`src/crs_pkg.sv`:
```
package crs_pkg;
	// memory command words
	localparam logic [15:0] CMD_SEL_BACKGROUND = 16'h0619;
	localparam logic [15:0] CMD_SEL_FOREGROUND = 16'h0618;
	localparam logic [15:0] CMD_SET_ALL_EMPTY  = 16'h043D;
	localparam logic [15:0] CMD_SET_HIGH_EMPTY = 16'h042D;
	localparam logic [15:0] CMD_MOVE_NEXT_FREE = 16'h0334;
	localparam logic [15:0] CMD_TARGET_ADDR    = 16'h0220;
	localparam logic [15:0] CMD_TARGET_DEVSEL  = 16'h0228;
	localparam logic [15:0] SEL_ALL_DEVICES    = 16'hFFFF;
	localparam logic [15:0] DONT_CARE_WORD     = 16'h0000;
	// field positions
	localparam int CFG_CHECK_PERM_BIT = 3;
	localparam int PERM_FLAG_BIT      = 15;
	// cycle lengths in system clocks
	localparam logic [1:0] LEN_SHORT = 2'h0;
	localparam logic [1:0] LEN_MED   = 2'h1;
	localparam logic [1:0] LEN_LONG  = 2'h2;
	localparam logic [2:0] CYC_SHORT = 3'h2;
	localparam logic [2:0] CYC_MED   = 3'h3;
	localparam logic [2:0] CYC_LONG  = 3'h4;
	// routine selectors
	typedef enum logic [2:0] {
		CRS_RT_SEARCH = 3'h0,
		CRS_RT_PURGE  = 3'h1,
		CRS_RT_ADD    = 3'h2,
		CRS_RT_DELETE = 3'h3,
		CRS_RT_SETADR = 3'h4,
		CRS_RT_READ   = 3'h5
	} crs_routine_e;
endpackage

```
`src/crs_sequencer.sv`:
```
`timescale 1ns/1ps
// Summary of operation
// - search writes dummy then three address words; compare only on last
// - match with check bit clear: issue update command 0368H
// - match with check bit set: long data read of associated data first
// - update only when permanent flag zero, else end
// - no match: learn with command 0334H
// - update and learn words come from opcode upper and lower inputs
// - purge: 0619H, long stamp write without compare, 043DH, 0618H
// - add: flag/port word then three address words, no compare, then 0334H
// - delete: search compare sequence then 042DH
// - set address: 0619H, 0220H, address value, 0618H
// - read: 0619H, 0228H, page value, four long segment reads
// - then two medium command reads: status low then high half
// - read ends 0228H, FFFFH, 0618H
// - background-selecting routines end with 0618H
// - successive reads need one set-address; memory auto-increments
module crs_sequencer (
	// clock and reset
	input  wire logic        clk_sys,
	input  wire logic        resetn,
	// routine request
	input  wire logic        start,
	input  wire logic [2:0]  routine,
	output logic             ready,
	output logic             done,
	// staged words and configuration
	input  wire logic [15:0] data_w0,
	input  wire logic [15:0] data_w1,
	input  wire logic [15:0] data_w2,
	input  wire logic [15:0] data_w3,
	input  wire logic [7:0]  ext_proc_config,
	input  wire logic [15:0] sa_opcode_upper,
	input  wire logic [15:0] sa_opcode_lower,
	input  wire logic        match_n,
	// results
	output logic [15:0]      rd_seg0,
	output logic [15:0]      rd_seg1,
	output logic [15:0]      rd_seg2,
	output logic [15:0]      rd_seg3,
	output logic [15:0]      status_lo,
	output logic [15:0]      status_hi,
	output logic             matched,
	// memory pins
	output logic             cmd_select_n,
	output logic             write_n,
	output logic             enable_n,
	output logic             compare_latch_n,
	output logic [15:0]      dq_out,
	output logic             dq_oe,
	input  wire logic [15:0] dq_in
);
	typedef enum logic [1:0] {
		CRS_IDLE = 2'b00,
		CRS_ISSUE = 2'b01,
		CRS_WAIT = 2'b11
	} crs_state_e;

	crs_state_e   st_r, st_nxt;
	logic [2:0]   rt_r, rt_nxt;
	logic [3:0]   step_r, step_nxt;
	logic [15:0]  seg_r [0:5];
	logic [15:0]  seg_nxt [0:5];
	logic         match_r, match_nxt;
	logic         done_r, done_nxt;
	// current step description
	logic         s_cmd, s_wr, s_cmp, s_last;
	logic [1:0]   s_len;
	logic [15:0]  s_data;
	logic         cyc_start, cyc_done;
	logic [15:0]  cyc_rdata;

	// step table per routine
	always_comb begin
		s_cmd = 1'b0;
		s_wr = 1'b1;
		s_cmp = 1'b0;
		s_len = crs_pkg::LEN_SHORT;
		s_data = crs_pkg::DONT_CARE_WORD;
		s_last = 1'b0;
		unique case (rt_r)
			crs_pkg::CRS_RT_SEARCH, crs_pkg::CRS_RT_DELETE,
			crs_pkg::CRS_RT_ADD: begin
				unique case (step_r)
					4'h0: s_data = (rt_r == crs_pkg::CRS_RT_ADD) ? data_w0
						: crs_pkg::DONT_CARE_WORD;
					4'h1: s_data = data_w1;
					4'h2: s_data = data_w2;
					4'h3: begin
						s_data = data_w3;
						s_cmp = (rt_r != crs_pkg::CRS_RT_ADD);
						s_last = (rt_r == crs_pkg::CRS_RT_ADD) ? 1'b0
							: 1'b0;
					end
					4'h4: begin // associated-data read
						s_wr = 1'b0;
						s_len = crs_pkg::LEN_LONG;
					end
					default: begin
						s_cmd = 1'b1;
						s_len = crs_pkg::LEN_LONG;
						s_last = 1'b1;
						unique case (rt_r)
							crs_pkg::CRS_RT_ADD:
								s_data = crs_pkg::CMD_MOVE_NEXT_FREE;
							crs_pkg::CRS_RT_DELETE:
								s_data = crs_pkg::CMD_SET_HIGH_EMPTY;
							default: s_data = match_r ? sa_opcode_upper
								: sa_opcode_lower;
						endcase
					end
				endcase
			end
			crs_pkg::CRS_RT_PURGE: begin
				unique case (step_r)
					4'h0: begin
						s_cmd = 1'b1;
						s_data = crs_pkg::CMD_SEL_BACKGROUND;
					end
					4'h1: begin
						s_len = crs_pkg::LEN_LONG;
						s_data = data_w0;
					end
					4'h2: begin
						s_cmd = 1'b1;
						s_len = crs_pkg::LEN_LONG;
						s_data = crs_pkg::CMD_SET_ALL_EMPTY;
					end
					default: begin
						s_cmd = 1'b1;
						s_data = crs_pkg::CMD_SEL_FOREGROUND;
						s_last = 1'b1;
					end
				endcase
			end
			crs_pkg::CRS_RT_SETADR: begin
				s_cmd = 1'b1;
				unique case (step_r)
					4'h0: s_data = crs_pkg::CMD_SEL_BACKGROUND;
					4'h1: s_data = crs_pkg::CMD_TARGET_ADDR;
					4'h2: s_data = data_w0;
					default: begin
						s_data = crs_pkg::CMD_SEL_FOREGROUND;
						s_last = 1'b1;
					end
				endcase
			end
			default: begin // read entries
				s_cmd = 1'b1;
				unique case (step_r)
					4'h0: s_data = crs_pkg::CMD_SEL_BACKGROUND;
					4'h1, 4'h9: s_data = crs_pkg::CMD_TARGET_DEVSEL;
					4'h2: s_data = data_w0;
					4'h3, 4'h4, 4'h5, 4'h6: begin
						s_cmd = 1'b0;
						s_wr = 1'b0;
						s_len = crs_pkg::LEN_LONG;
					end
					4'h7, 4'h8: begin
						s_wr = 1'b0;
						s_len = crs_pkg::LEN_MED;
					end
					4'hA: s_data = crs_pkg::SEL_ALL_DEVICES;
					default: begin
						s_data = crs_pkg::CMD_SEL_FOREGROUND;
						s_last = 1'b1;
					end
				endcase
			end
		endcase
	end

	// routine control
	always_comb begin
		st_nxt = st_r;
		rt_nxt = rt_r;
		step_nxt = step_r;
		match_nxt = match_r;
		done_nxt = 1'b0;
		cyc_start = 1'b0;
		for (int i = 0; i < 6; i++) begin
			seg_nxt[i] = seg_r[i];
		end
		unique case (st_r)
			CRS_IDLE: begin
				if (start) begin
					rt_nxt = routine;
					step_nxt = 4'h0;
					st_nxt = CRS_ISSUE;
				end
			end
			CRS_ISSUE: begin
				cyc_start = 1'b1;
				st_nxt = CRS_WAIT;
			end
			CRS_WAIT: begin
				if (cyc_done) begin
					st_nxt = CRS_ISSUE;
					step_nxt = step_r + 4'h1;
					if (rt_r == crs_pkg::CRS_RT_READ && step_r >= 4'h3
						&& step_r <= 4'h8) begin
						seg_nxt[3'(step_r - 4'h3)] = cyc_rdata;
					end
					if (s_last) begin
						st_nxt = CRS_IDLE;
						done_nxt = 1'b1;
					end else if (step_r == 4'h3
						&& rt_r == crs_pkg::CRS_RT_ADD) begin
						step_nxt = 4'h5;
					end else if (step_r == 4'h3
						&& (rt_r == crs_pkg::CRS_RT_SEARCH
						|| rt_r == crs_pkg::CRS_RT_DELETE)) begin
						match_nxt = ~match_n;
						if (rt_r == crs_pkg::CRS_RT_DELETE
							|| !ext_proc_config[crs_pkg::CFG_CHECK_PERM_BIT]
							|| match_n) begin
							step_nxt = 4'h5;
						end
					end else if (step_r == 4'h4
						&& rt_r == crs_pkg::CRS_RT_SEARCH) begin
						if (cyc_rdata[crs_pkg::PERM_FLAG_BIT]) begin
							st_nxt = CRS_IDLE;
							done_nxt = 1'b1;
						end
					end
				end
			end
			default: st_nxt = CRS_IDLE;
		endcase
	end

	// state registers
	always_ff @(posedge clk_sys or negedge resetn) begin
		if (!resetn) begin
			st_r <= CRS_IDLE;
			rt_r <= 3'h0;
			step_r <= 4'h0;
			match_r <= 1'b0;
			done_r <= 1'b0;
			for (int i = 0; i < 6; i++) begin
				seg_r[i] <= 16'h0000;
			end
		end else begin
			st_r <= st_nxt;
			rt_r <= rt_nxt;
			step_r <= step_nxt;
			match_r <= match_nxt;
			done_r <= done_nxt;
			for (int i = 0; i < 6; i++) begin
				seg_r[i] <= seg_nxt[i];
			end
		end
	end

	// memory bus cycle engine
	crs_bus_cycle u_cycle (
		.clk_sys         (clk_sys),
		.resetn          (resetn),
		.start           (cyc_start),
		.is_cmd          (s_cmd),
		.is_write        (s_wr),
		.compare         (s_cmp),
		.len             (s_len),
		.wdata           (s_data),
		.done            (cyc_done),
		.rdata           (cyc_rdata),
		.cmd_select_n    (cmd_select_n),
		.write_n         (write_n),
		.enable_n        (enable_n),
		.compare_latch_n (compare_latch_n),
		.dq_out          (dq_out),
		.dq_oe           (dq_oe),
		.dq_in           (dq_in)
	);

	assign ready = (st_r == CRS_IDLE);
	assign done = done_r;
	assign matched = match_r;
	assign rd_seg0 = seg_r[0];
	assign rd_seg1 = seg_r[1];
	assign rd_seg2 = seg_r[2];
	assign rd_seg3 = seg_r[3];
	assign status_lo = seg_r[4];
	assign status_hi = seg_r[5];
endmodule

```
`src/crs_bus_cycle.sv`:
```
`timescale 1ns/1ps
// one memory bus cycle: strobe held low for the cycle length
module crs_bus_cycle (
	// clock and reset
	input  wire logic        clk_sys,
	input  wire logic        resetn,
	// request
	input  wire logic        start,
	input  wire logic        is_cmd,
	input  wire logic        is_write,
	input  wire logic        compare,
	input  wire logic [1:0]  len,
	input  wire logic [15:0] wdata,
	output logic             done,
	output logic [15:0]      rdata,
	// memory pins
	output logic             cmd_select_n,
	output logic             write_n,
	output logic             enable_n,
	output logic             compare_latch_n,
	output logic [15:0]      dq_out,
	output logic             dq_oe,
	input  wire logic [15:0] dq_in
);
	logic [2:0]  cnt_r, cnt_nxt;
	logic        busy_r, busy_nxt;
	logic        cm_r, cm_nxt, w_r, w_nxt, ec_r, ec_nxt, oe_r, oe_nxt;
	logic [15:0] dq_r, dq_nxt, rd_r, rd_nxt;
	logic        done_r, done_nxt;

	// cycle counter and pin levels
	always_comb begin
		cnt_nxt = cnt_r;
		busy_nxt = busy_r;
		cm_nxt = cm_r;
		w_nxt = w_r;
		ec_nxt = ec_r;
		oe_nxt = oe_r;
		dq_nxt = dq_r;
		rd_nxt = rd_r;
		done_nxt = 1'b0;
		if (!busy_r && start) begin
			busy_nxt = 1'b1;
			cm_nxt = ~is_cmd;
			w_nxt = ~is_write;
			ec_nxt = ~compare;
			oe_nxt = is_write;
			dq_nxt = wdata;
			unique case (len)
				crs_pkg::LEN_SHORT: cnt_nxt = crs_pkg::CYC_SHORT;
				crs_pkg::LEN_MED:   cnt_nxt = crs_pkg::CYC_MED;
				default:            cnt_nxt = crs_pkg::CYC_LONG;
			endcase
		end else if (busy_r) begin
			cnt_nxt = cnt_r - 3'h1;
			if (cnt_r == 3'h1) begin
				busy_nxt = 1'b0;
				done_nxt = 1'b1;
				rd_nxt = dq_in; // sample at end of strobe
				cm_nxt = 1'b1;
				w_nxt = 1'b1;
				ec_nxt = 1'b1;
				oe_nxt = 1'b0;
			end
		end
	end

	// registers
	always_ff @(posedge clk_sys or negedge resetn) begin
		if (!resetn) begin
			cnt_r <= 3'h0;
			busy_r <= 1'b0;
			cm_r <= 1'b1;
			w_r <= 1'b1;
			ec_r <= 1'b1;
			oe_r <= 1'b0;
			dq_r <= 16'h0000;
			rd_r <= 16'h0000;
			done_r <= 1'b0;
		end else begin
			cnt_r <= cnt_nxt;
			busy_r <= busy_nxt;
			cm_r <= cm_nxt;
			w_r <= w_nxt;
			ec_r <= ec_nxt;
			oe_r <= oe_nxt;
			dq_r <= dq_nxt;
			rd_r <= rd_nxt;
			done_r <= done_nxt;
		end
	end

	assign done = done_r;
	assign rdata = rd_r;
	assign cmd_select_n = cm_r;
	assign write_n = w_r;
	assign enable_n = ~busy_r;
	assign compare_latch_n = ec_r;
	assign dq_out = dq_r;
	assign dq_oe = oe_r;
endmodule

```
`config.mk`:
```
export PLATFORM = sky130hd
export DESIGN_NAME = crs_sequencer
export DESIGN_NICKNAME = d
export VERILOG_FILES = /design/src/crs_pkg.sv /design/src/crs_sequencer.sv /design/src/crs_bus_cycle.sv
export SDC_FILE = /design/constraint.sdc
export NUM_CORES = 1
export LEC_CHECK = 0
export BUFFER_PORTS_ARGS = -buffer_cell sky130_fd_sc_hd__buf_4
export CORE_ASPECT_RATIO = 0.9
export CORE_UTILIZATION = 50
export CTS_BUF_LIST = sky130_fd_sc_hd__clkbuf_8
export CTS_CLUSTER_DIAMETER = 80
export DETAILED_ROUTE_END_ITERATION = 16
export PLACE_DENSITY = 0.8
export RECOVER_POWER = 100
export SETUP_SLACK_MARGIN = 0.15
export SLEW_MARGIN = 20
export SYNTH_ARGS = -nofsm -noshare
export SYNTH_HDL_FRONTEND = slang
export SYNTH_SLANG_ARGS = --single-unit
```
`constraint.sdc`:
```
create_clock -name clk_sys -period 3.23 [get_ports clk_sys]
set_input_delay 0.1615 -clock clk_sys [delete_from_list [all_inputs] [get_ports clk_sys]]
set_output_delay 0.1615 -clock clk_sys [all_outputs]
set_load 0.02 [all_outputs]
```
# == Word-level counts from Yosys, hierarchy flattened ==
# Cells that the tools add are included.
# word_totals
ramBits,0
memories,0
romBits,0
wordCells,162
inputBits,127
latchBits,0
regBits,148
out_inout_bits,120
# classes
mux,67
n_lt_le_gt_ge,4
mul,0
n_addsub,3
div,0
eq_ne,22
n_shift,0
bitwise,9
n_reduce_logical,37
# ops
cell,n
$pmux W16 S5,2
$pmux W16 S3,3
$bwmux W96,1
$demux W16 S3,1
$mux W16,3
$mux W1,36
$pmux W16 S2,1
$mux W4,6
$eq A4 B3 Y1 const B,4
$eq A4 B4 Y1 const B,3
$pmux W2 S3,2
$reduce_or A11 Y1,1
$reduce_and A3 Y1,3
$eq A4 B2 Y1 const B,2
$mux W2,4
$not A1 Y1,8
$pmux W4 S2,1
$reduce_or A2 Y1,4
$reduce_or A4 Y1,2
$logic_and A1 B1 Y1,7
$eq A3 B1 Y1 const B,2
$eq A3 B2 Y1 const B,2
$eq A3 B3 Y1 const B,2
$mux W3,2
29 further kinds,40

# == Depth between registers and ports, before layout ==
# depth
word_depth,9
ltp_mapped,10
mapped_depth_nobuf,7

# == Modules after synthesis ==
# From an unflattened synthesis, not the netlist that was laid out.
# hier_totals
cells_unflattened,625
hier_area_um2,7437.1
# modules_own_cells
mod,seq_area_each_um2,area_each_um2,instances,cells_each
crs_sequencer,2677.6,5741.8,1,508
crs_bus_cycle,1029.7,1695.4,1,117

# == Least setup slack after synthesis ==
# OpenSTA, ideal clock, no wires.
# synth_timing
kind,register -> register
from,register step_r[0]
to,register u_cycle.dq_r[1] (netlist: u_cycle.dq_out[1])
stages_incl_launch_ff,10
required_time_ns,3.148
setup_ns,0.082
t_arrival_ns,2.626
n_path_buf,2
period_less_slack_ns,2.708
path_slack_ns,0.522
path_cell_list,dfrtp_1 > clkbuf_1 > inv_1 > ha_1 > clkbuf_1 > or4_1 > a32oi_1 > a221o_1 > nand2_1 > a31oi_1
# synth_between
elab_chain_cells,4
elab_cells_between_ends,18
classes_between,eq/ne: 10; mux: 5; reduce/logical: 3
# synth_rtl
element,line_no,source
"start, declared",crs_sequencer.sv:61,"logic [3:0] step_r, step_nxt;"
"start signal, assigned",crs_sequencer.sv:246,step_r <= step_nxt;
"$eq A4 B2 Y1, or another cell as far along","crs_sequencer.sv:84, crs_sequencer.sv:150",
$reduce_or A6 Y1 (no source line) / $reduce_or A2 Y1 (equally long branches),-,
$pmux W16 S5,crs_sequencer.sv:150,unique case (step_r)
$pmux W16 S3 (*),crs_sequencer.sv:81,unique case (rt_r)
"end signal, assigned",crs_bus_cycle.sv:87,dq_r <= dq_nxt;
"end, declared",crs_bus_cycle.sv:28,"logic [15:0] dq_r, dq_nxt, rd_r, rd_nxt;"
# Every way passes the cells marked *; elsewhere a longest branch is shown, timed or not.
# A chain may end at the register's enable or synchronous reset.

# == Worst setup path in the final report ==
# layout_timing
from,register step_r[0]
to,register u_cycle.cnt_r[2]
# layout_between
elab_chain_cells,7
elab_cells_between_ends,21
classes_between,eq/ne: 9; mux: 6; reduce/logical: 6
# layout_rtl
element,line_no,source
"$eq A4 B2 Y1, or another cell as far along","crs_sequencer.sv:84, crs_sequencer.sv:150",
"$reduce_or A4 Y1, or another cell as far along",crs_sequencer.sv:150,
"$pmux W2 S2, or another cell as far along",crs_sequencer.sv:150,
$pmux W2 S3 (*),crs_sequencer.sv:81,
$eq A2 B1 Y1 / $logic_not A2 Y1 (equally long branches),crs_bus_cycle.sv:49,unique case (len)
$pmux W3 S2 (*),crs_bus_cycle.sv:49,
$mux W3 (*),crs_bus_cycle.sv:42,if (!busy_r && start) begin
"end signal, assigned",crs_bus_cycle.sv:81,cnt_r <= cnt_nxt;
"end, declared",crs_bus_cycle.sv:25,"logic [2:0] cnt_r, cnt_nxt;"
# Marks and branches as above.

==> results.toml <==
[worst_hold_path]
hold_depth = 3
min-delay-start = "data_w0[2]"
hold_path_class = "in -> reg"
min_to = "u_cycle.dq_out[2]"

[logic_synthesis]
synth-seq-cells = 148
synthesis.nets = 782
netlist_area_um2 = 7210
synth_edf_count = 0
async_reset_ff_share_pct = 100
ys.flop_type = "dfrtp_1"
synth_cells = 649
yosysSeqAreaShare_pct = 51.4
synth_cell_type_count = 61
yosysWarnings = 0
syn_area_per_cell_um2 = 11.1

[worst_setup_path]
reg2reg_to = "u_cycle.cnt_r[2]"
reg2regPathDepth = 6
arrival_ns = 3.24
cp_slowest_cell = "ha_1"
critical_path.max_stage_delay_ns = 0.63
crit_fanout = 16
critPathBufInv = 1
worstSetupPathType = "reg -> reg"
critPathTopFamily = "compound AO/OA/AOI/OAI gates"
r2r-start = "step_r[0]"
cp_cell_sequence = "ha_1, clkbuf_1, mux2i_1, o31ai_1, nor2_1, a221oi_1"
cp-start-kind = "register"
critical_path_required_ns = 3.58
crit_start = "step_r[0]"
r2r_setup_slack_ns = 0.34
crit_path_end_kind = "register"

[detailed_routing]
drt_iter0_markers = 710
drt_wl_total_um = 22600
drt_pass1_iterations = 6
ant_nets = 0
drc = 0
wl_per_cell_um = 20.2
routed_via_density = 5.83
vias = 6495

[die]
die_h_um = 116
core_um2 = 14100
rows = 41
floorplan.initialDensity_pct = 51.3
die_width_um = 129
pin_count = 247
dieArea_um2 = 14900

[timing]
grt_setup_unrepaired = "no"
hold_slack_ns = 0.0241
fin_crit_sh_pct = 89.6
worstMarginPinSlew_ns = 1.91
drv_slew = 72
setup_tns_ns = 0
timing.fmax_ghz = 0.345
hold_violations = 0
max-slew-margin-rel_pct = -27.2
final.min_clock_period_ns = 2.89
clock-skew-final_ns = 0.0110
setup_viol = 0

[clock_network]
numClockSinks = 148
cts-buffers-inserted = 17
cts_tree = "done"
clock_path_buffers = 2
clk_pin_slew_worst_paths_ns = 0.08
ctsHtreeMaxLevel = 4
clock_latency_ns = 0.45
ctsRootBufferMaster = "clkbuf_8"

[finish]
post-route-cell-area_um2 = 9350
utilization_pct = 66.5
nNetsFinal = 1042
mostFrequentLayoutCell = "dfrtp_1"
regArea_um2 = 3710
n_antenna_cell = 0
multi_input_area_um2 = 3210
area_delta_synth_final_pct = 29.7
fillers = 1197
mostFrequentLayoutCells = "145 x dfrtp_1, 136 x buf_4, 123 x clkbuf_1, 99 x mux2_2, 75 x nand2_1"
drive_above_1_share_pct = 30.4

[global_routing]
grt_use_total_pct = 30.6
grt_overflow = 0
antenna_found_initial = 0
grt_first_pass_wirelength_um = 34300
grt_pass1_vias = 6520
grt_max_degree = 78

[pwr]
vdd_ir_drop_max_mv = 0.388
power_leakage_nw = 4.49
powerDensity_nw_per_um2 = 798

[placement]
place_area_um2 = 9260
dp_hpwl_um = 15800
place_congestion = 0.911
io_buffers = 239

[outcome]
status = "finished, violations left"
violations = "max-capacitance violations, max-slew violations"

[job]
maxCapViolCount = 1
-- routing by layer --
metal | vias up | track usage [%] | share of wire, %
li1 | 2898 | - | -
met1 | 3196 | 38.2 | 40
met2 | 341 | 49.3 | 48
met3 | 60 | 8.45 | 9.1
met4 | 0 | 15.1 | 3.2
met5 | - | 0 | 0
-- worst register-to-register path, cell delays in order, from the launching register on --
cell and delay (ns):
dfrtp_1 0.51, ha_1 0.63, clkbuf_1 0.55, mux2i_1 0.14, o31ai_1 0.60, nor2_1 0.12, a221oi_1 0.24
-- power breakdown --
part           internal, W  switching (W)  total, W
clock network     0.000805       0.000707   0.00151
logic              0.00123        0.00209   0.00332
registers          0.00222       0.000405   0.00263
total              0.00426        0.00320   0.00746
-- how the worst max path moves through the flow --
stage / cells after the start / endpoint
finish: 6 / u_cycle.cnt_r[2]
detailed placement: 7 / status_lo[11]
floorplan: 9 / u_cycle.dq_out[1]
global placement: 8 / u_cycle.dq_out[4]
global route: 6 / u_cycle.rdata[9]
CTS: 7 / status_lo[11]
-- registers in the layout, indices dropped and copies added (netlist names), 3 cells and up --
| register | cells |
|---|---|
| u_cycle.dq_out | 16 |
| rd_seg0 | 16 |
| rd_seg2 | 16 |
| rd_seg3 | 16 |
| rd_seg1 | 16 |
| rt_r | 3 |
| u_cycle.rdata | 16 |
| step_r | 4 |
| u_cycle.cnt_r | 3 |
| status_hi | 16 |
| status_lo | 16 |
-- per-stage QoR --
step,total power [W],cells,worst slack (ns)
final,0.00746,1115,0.335
after global routing,0.00788,1115,0.150
after CTS,0.00759,1115,0.428
after detailed placement,0.00606,1063,0.461
after global placement,0.00593,1063,0.571
after floorplan,0.00477,649,0.522
-- synth_stat cells, drive strengths merged, types with 4 or more instances --
master | n | area [um2]
dfrtp | 145 | 3630
mux2 | 110 | 1280
nand2 | 77 | 294
nor2 | 52 | 195
clkbuf | 36 | 135
o21ai | 31 | 155
a21oi | 22 | 110
a31oi | 21 | 131
a222oi | 16 | 160
inv | 13 | 48.8
a221o | 12 | 120
nand3 | 11 | 67.6
buf | 7 | 56.3
o22ai | 7 | 43.8
ha | 6 | 75.1
mux2i | 6 | 60.1
nand2b | 6 | 37.5
o31ai | 6 | 45.0
nor2b | 4 | 25.0
o211ai | 4 | 30.0
-- cells by family (layout without fill, tap and decap cells) --
kind of cell	after synthesis	count (layout)	share of synthesized area, %
compound gates	143	143	13.9
xor+xnor	3	3	0.364
fa+ha+maj	6	6	1.04
buf+inv	57	330	3.38
flops	148	148	51.4
mux	116	116	18.5
simple gates	176	176	11.4
-- what timing repair did --
item / CTS / global route
setup buffers: 0 / 0
gates resized for setup: 0 / 0
endpoints found under the hold margin: 90 / 0
hold buffers: 20 / 0
-- cell type report --
cell class / count / share of cell area, %
Inverter: 14 / 0.562
Sequential cell: 148 / 39.6
Timing Repair Buffer: 284 / 18.4
Clock inverter: 13 / 1.67
Tap cell: 193 / 2.58
Multi-Input combinational cell: 444 / 34.3
Clock buffer: 19 / 2.80
(Power assumes the default switching activity.)
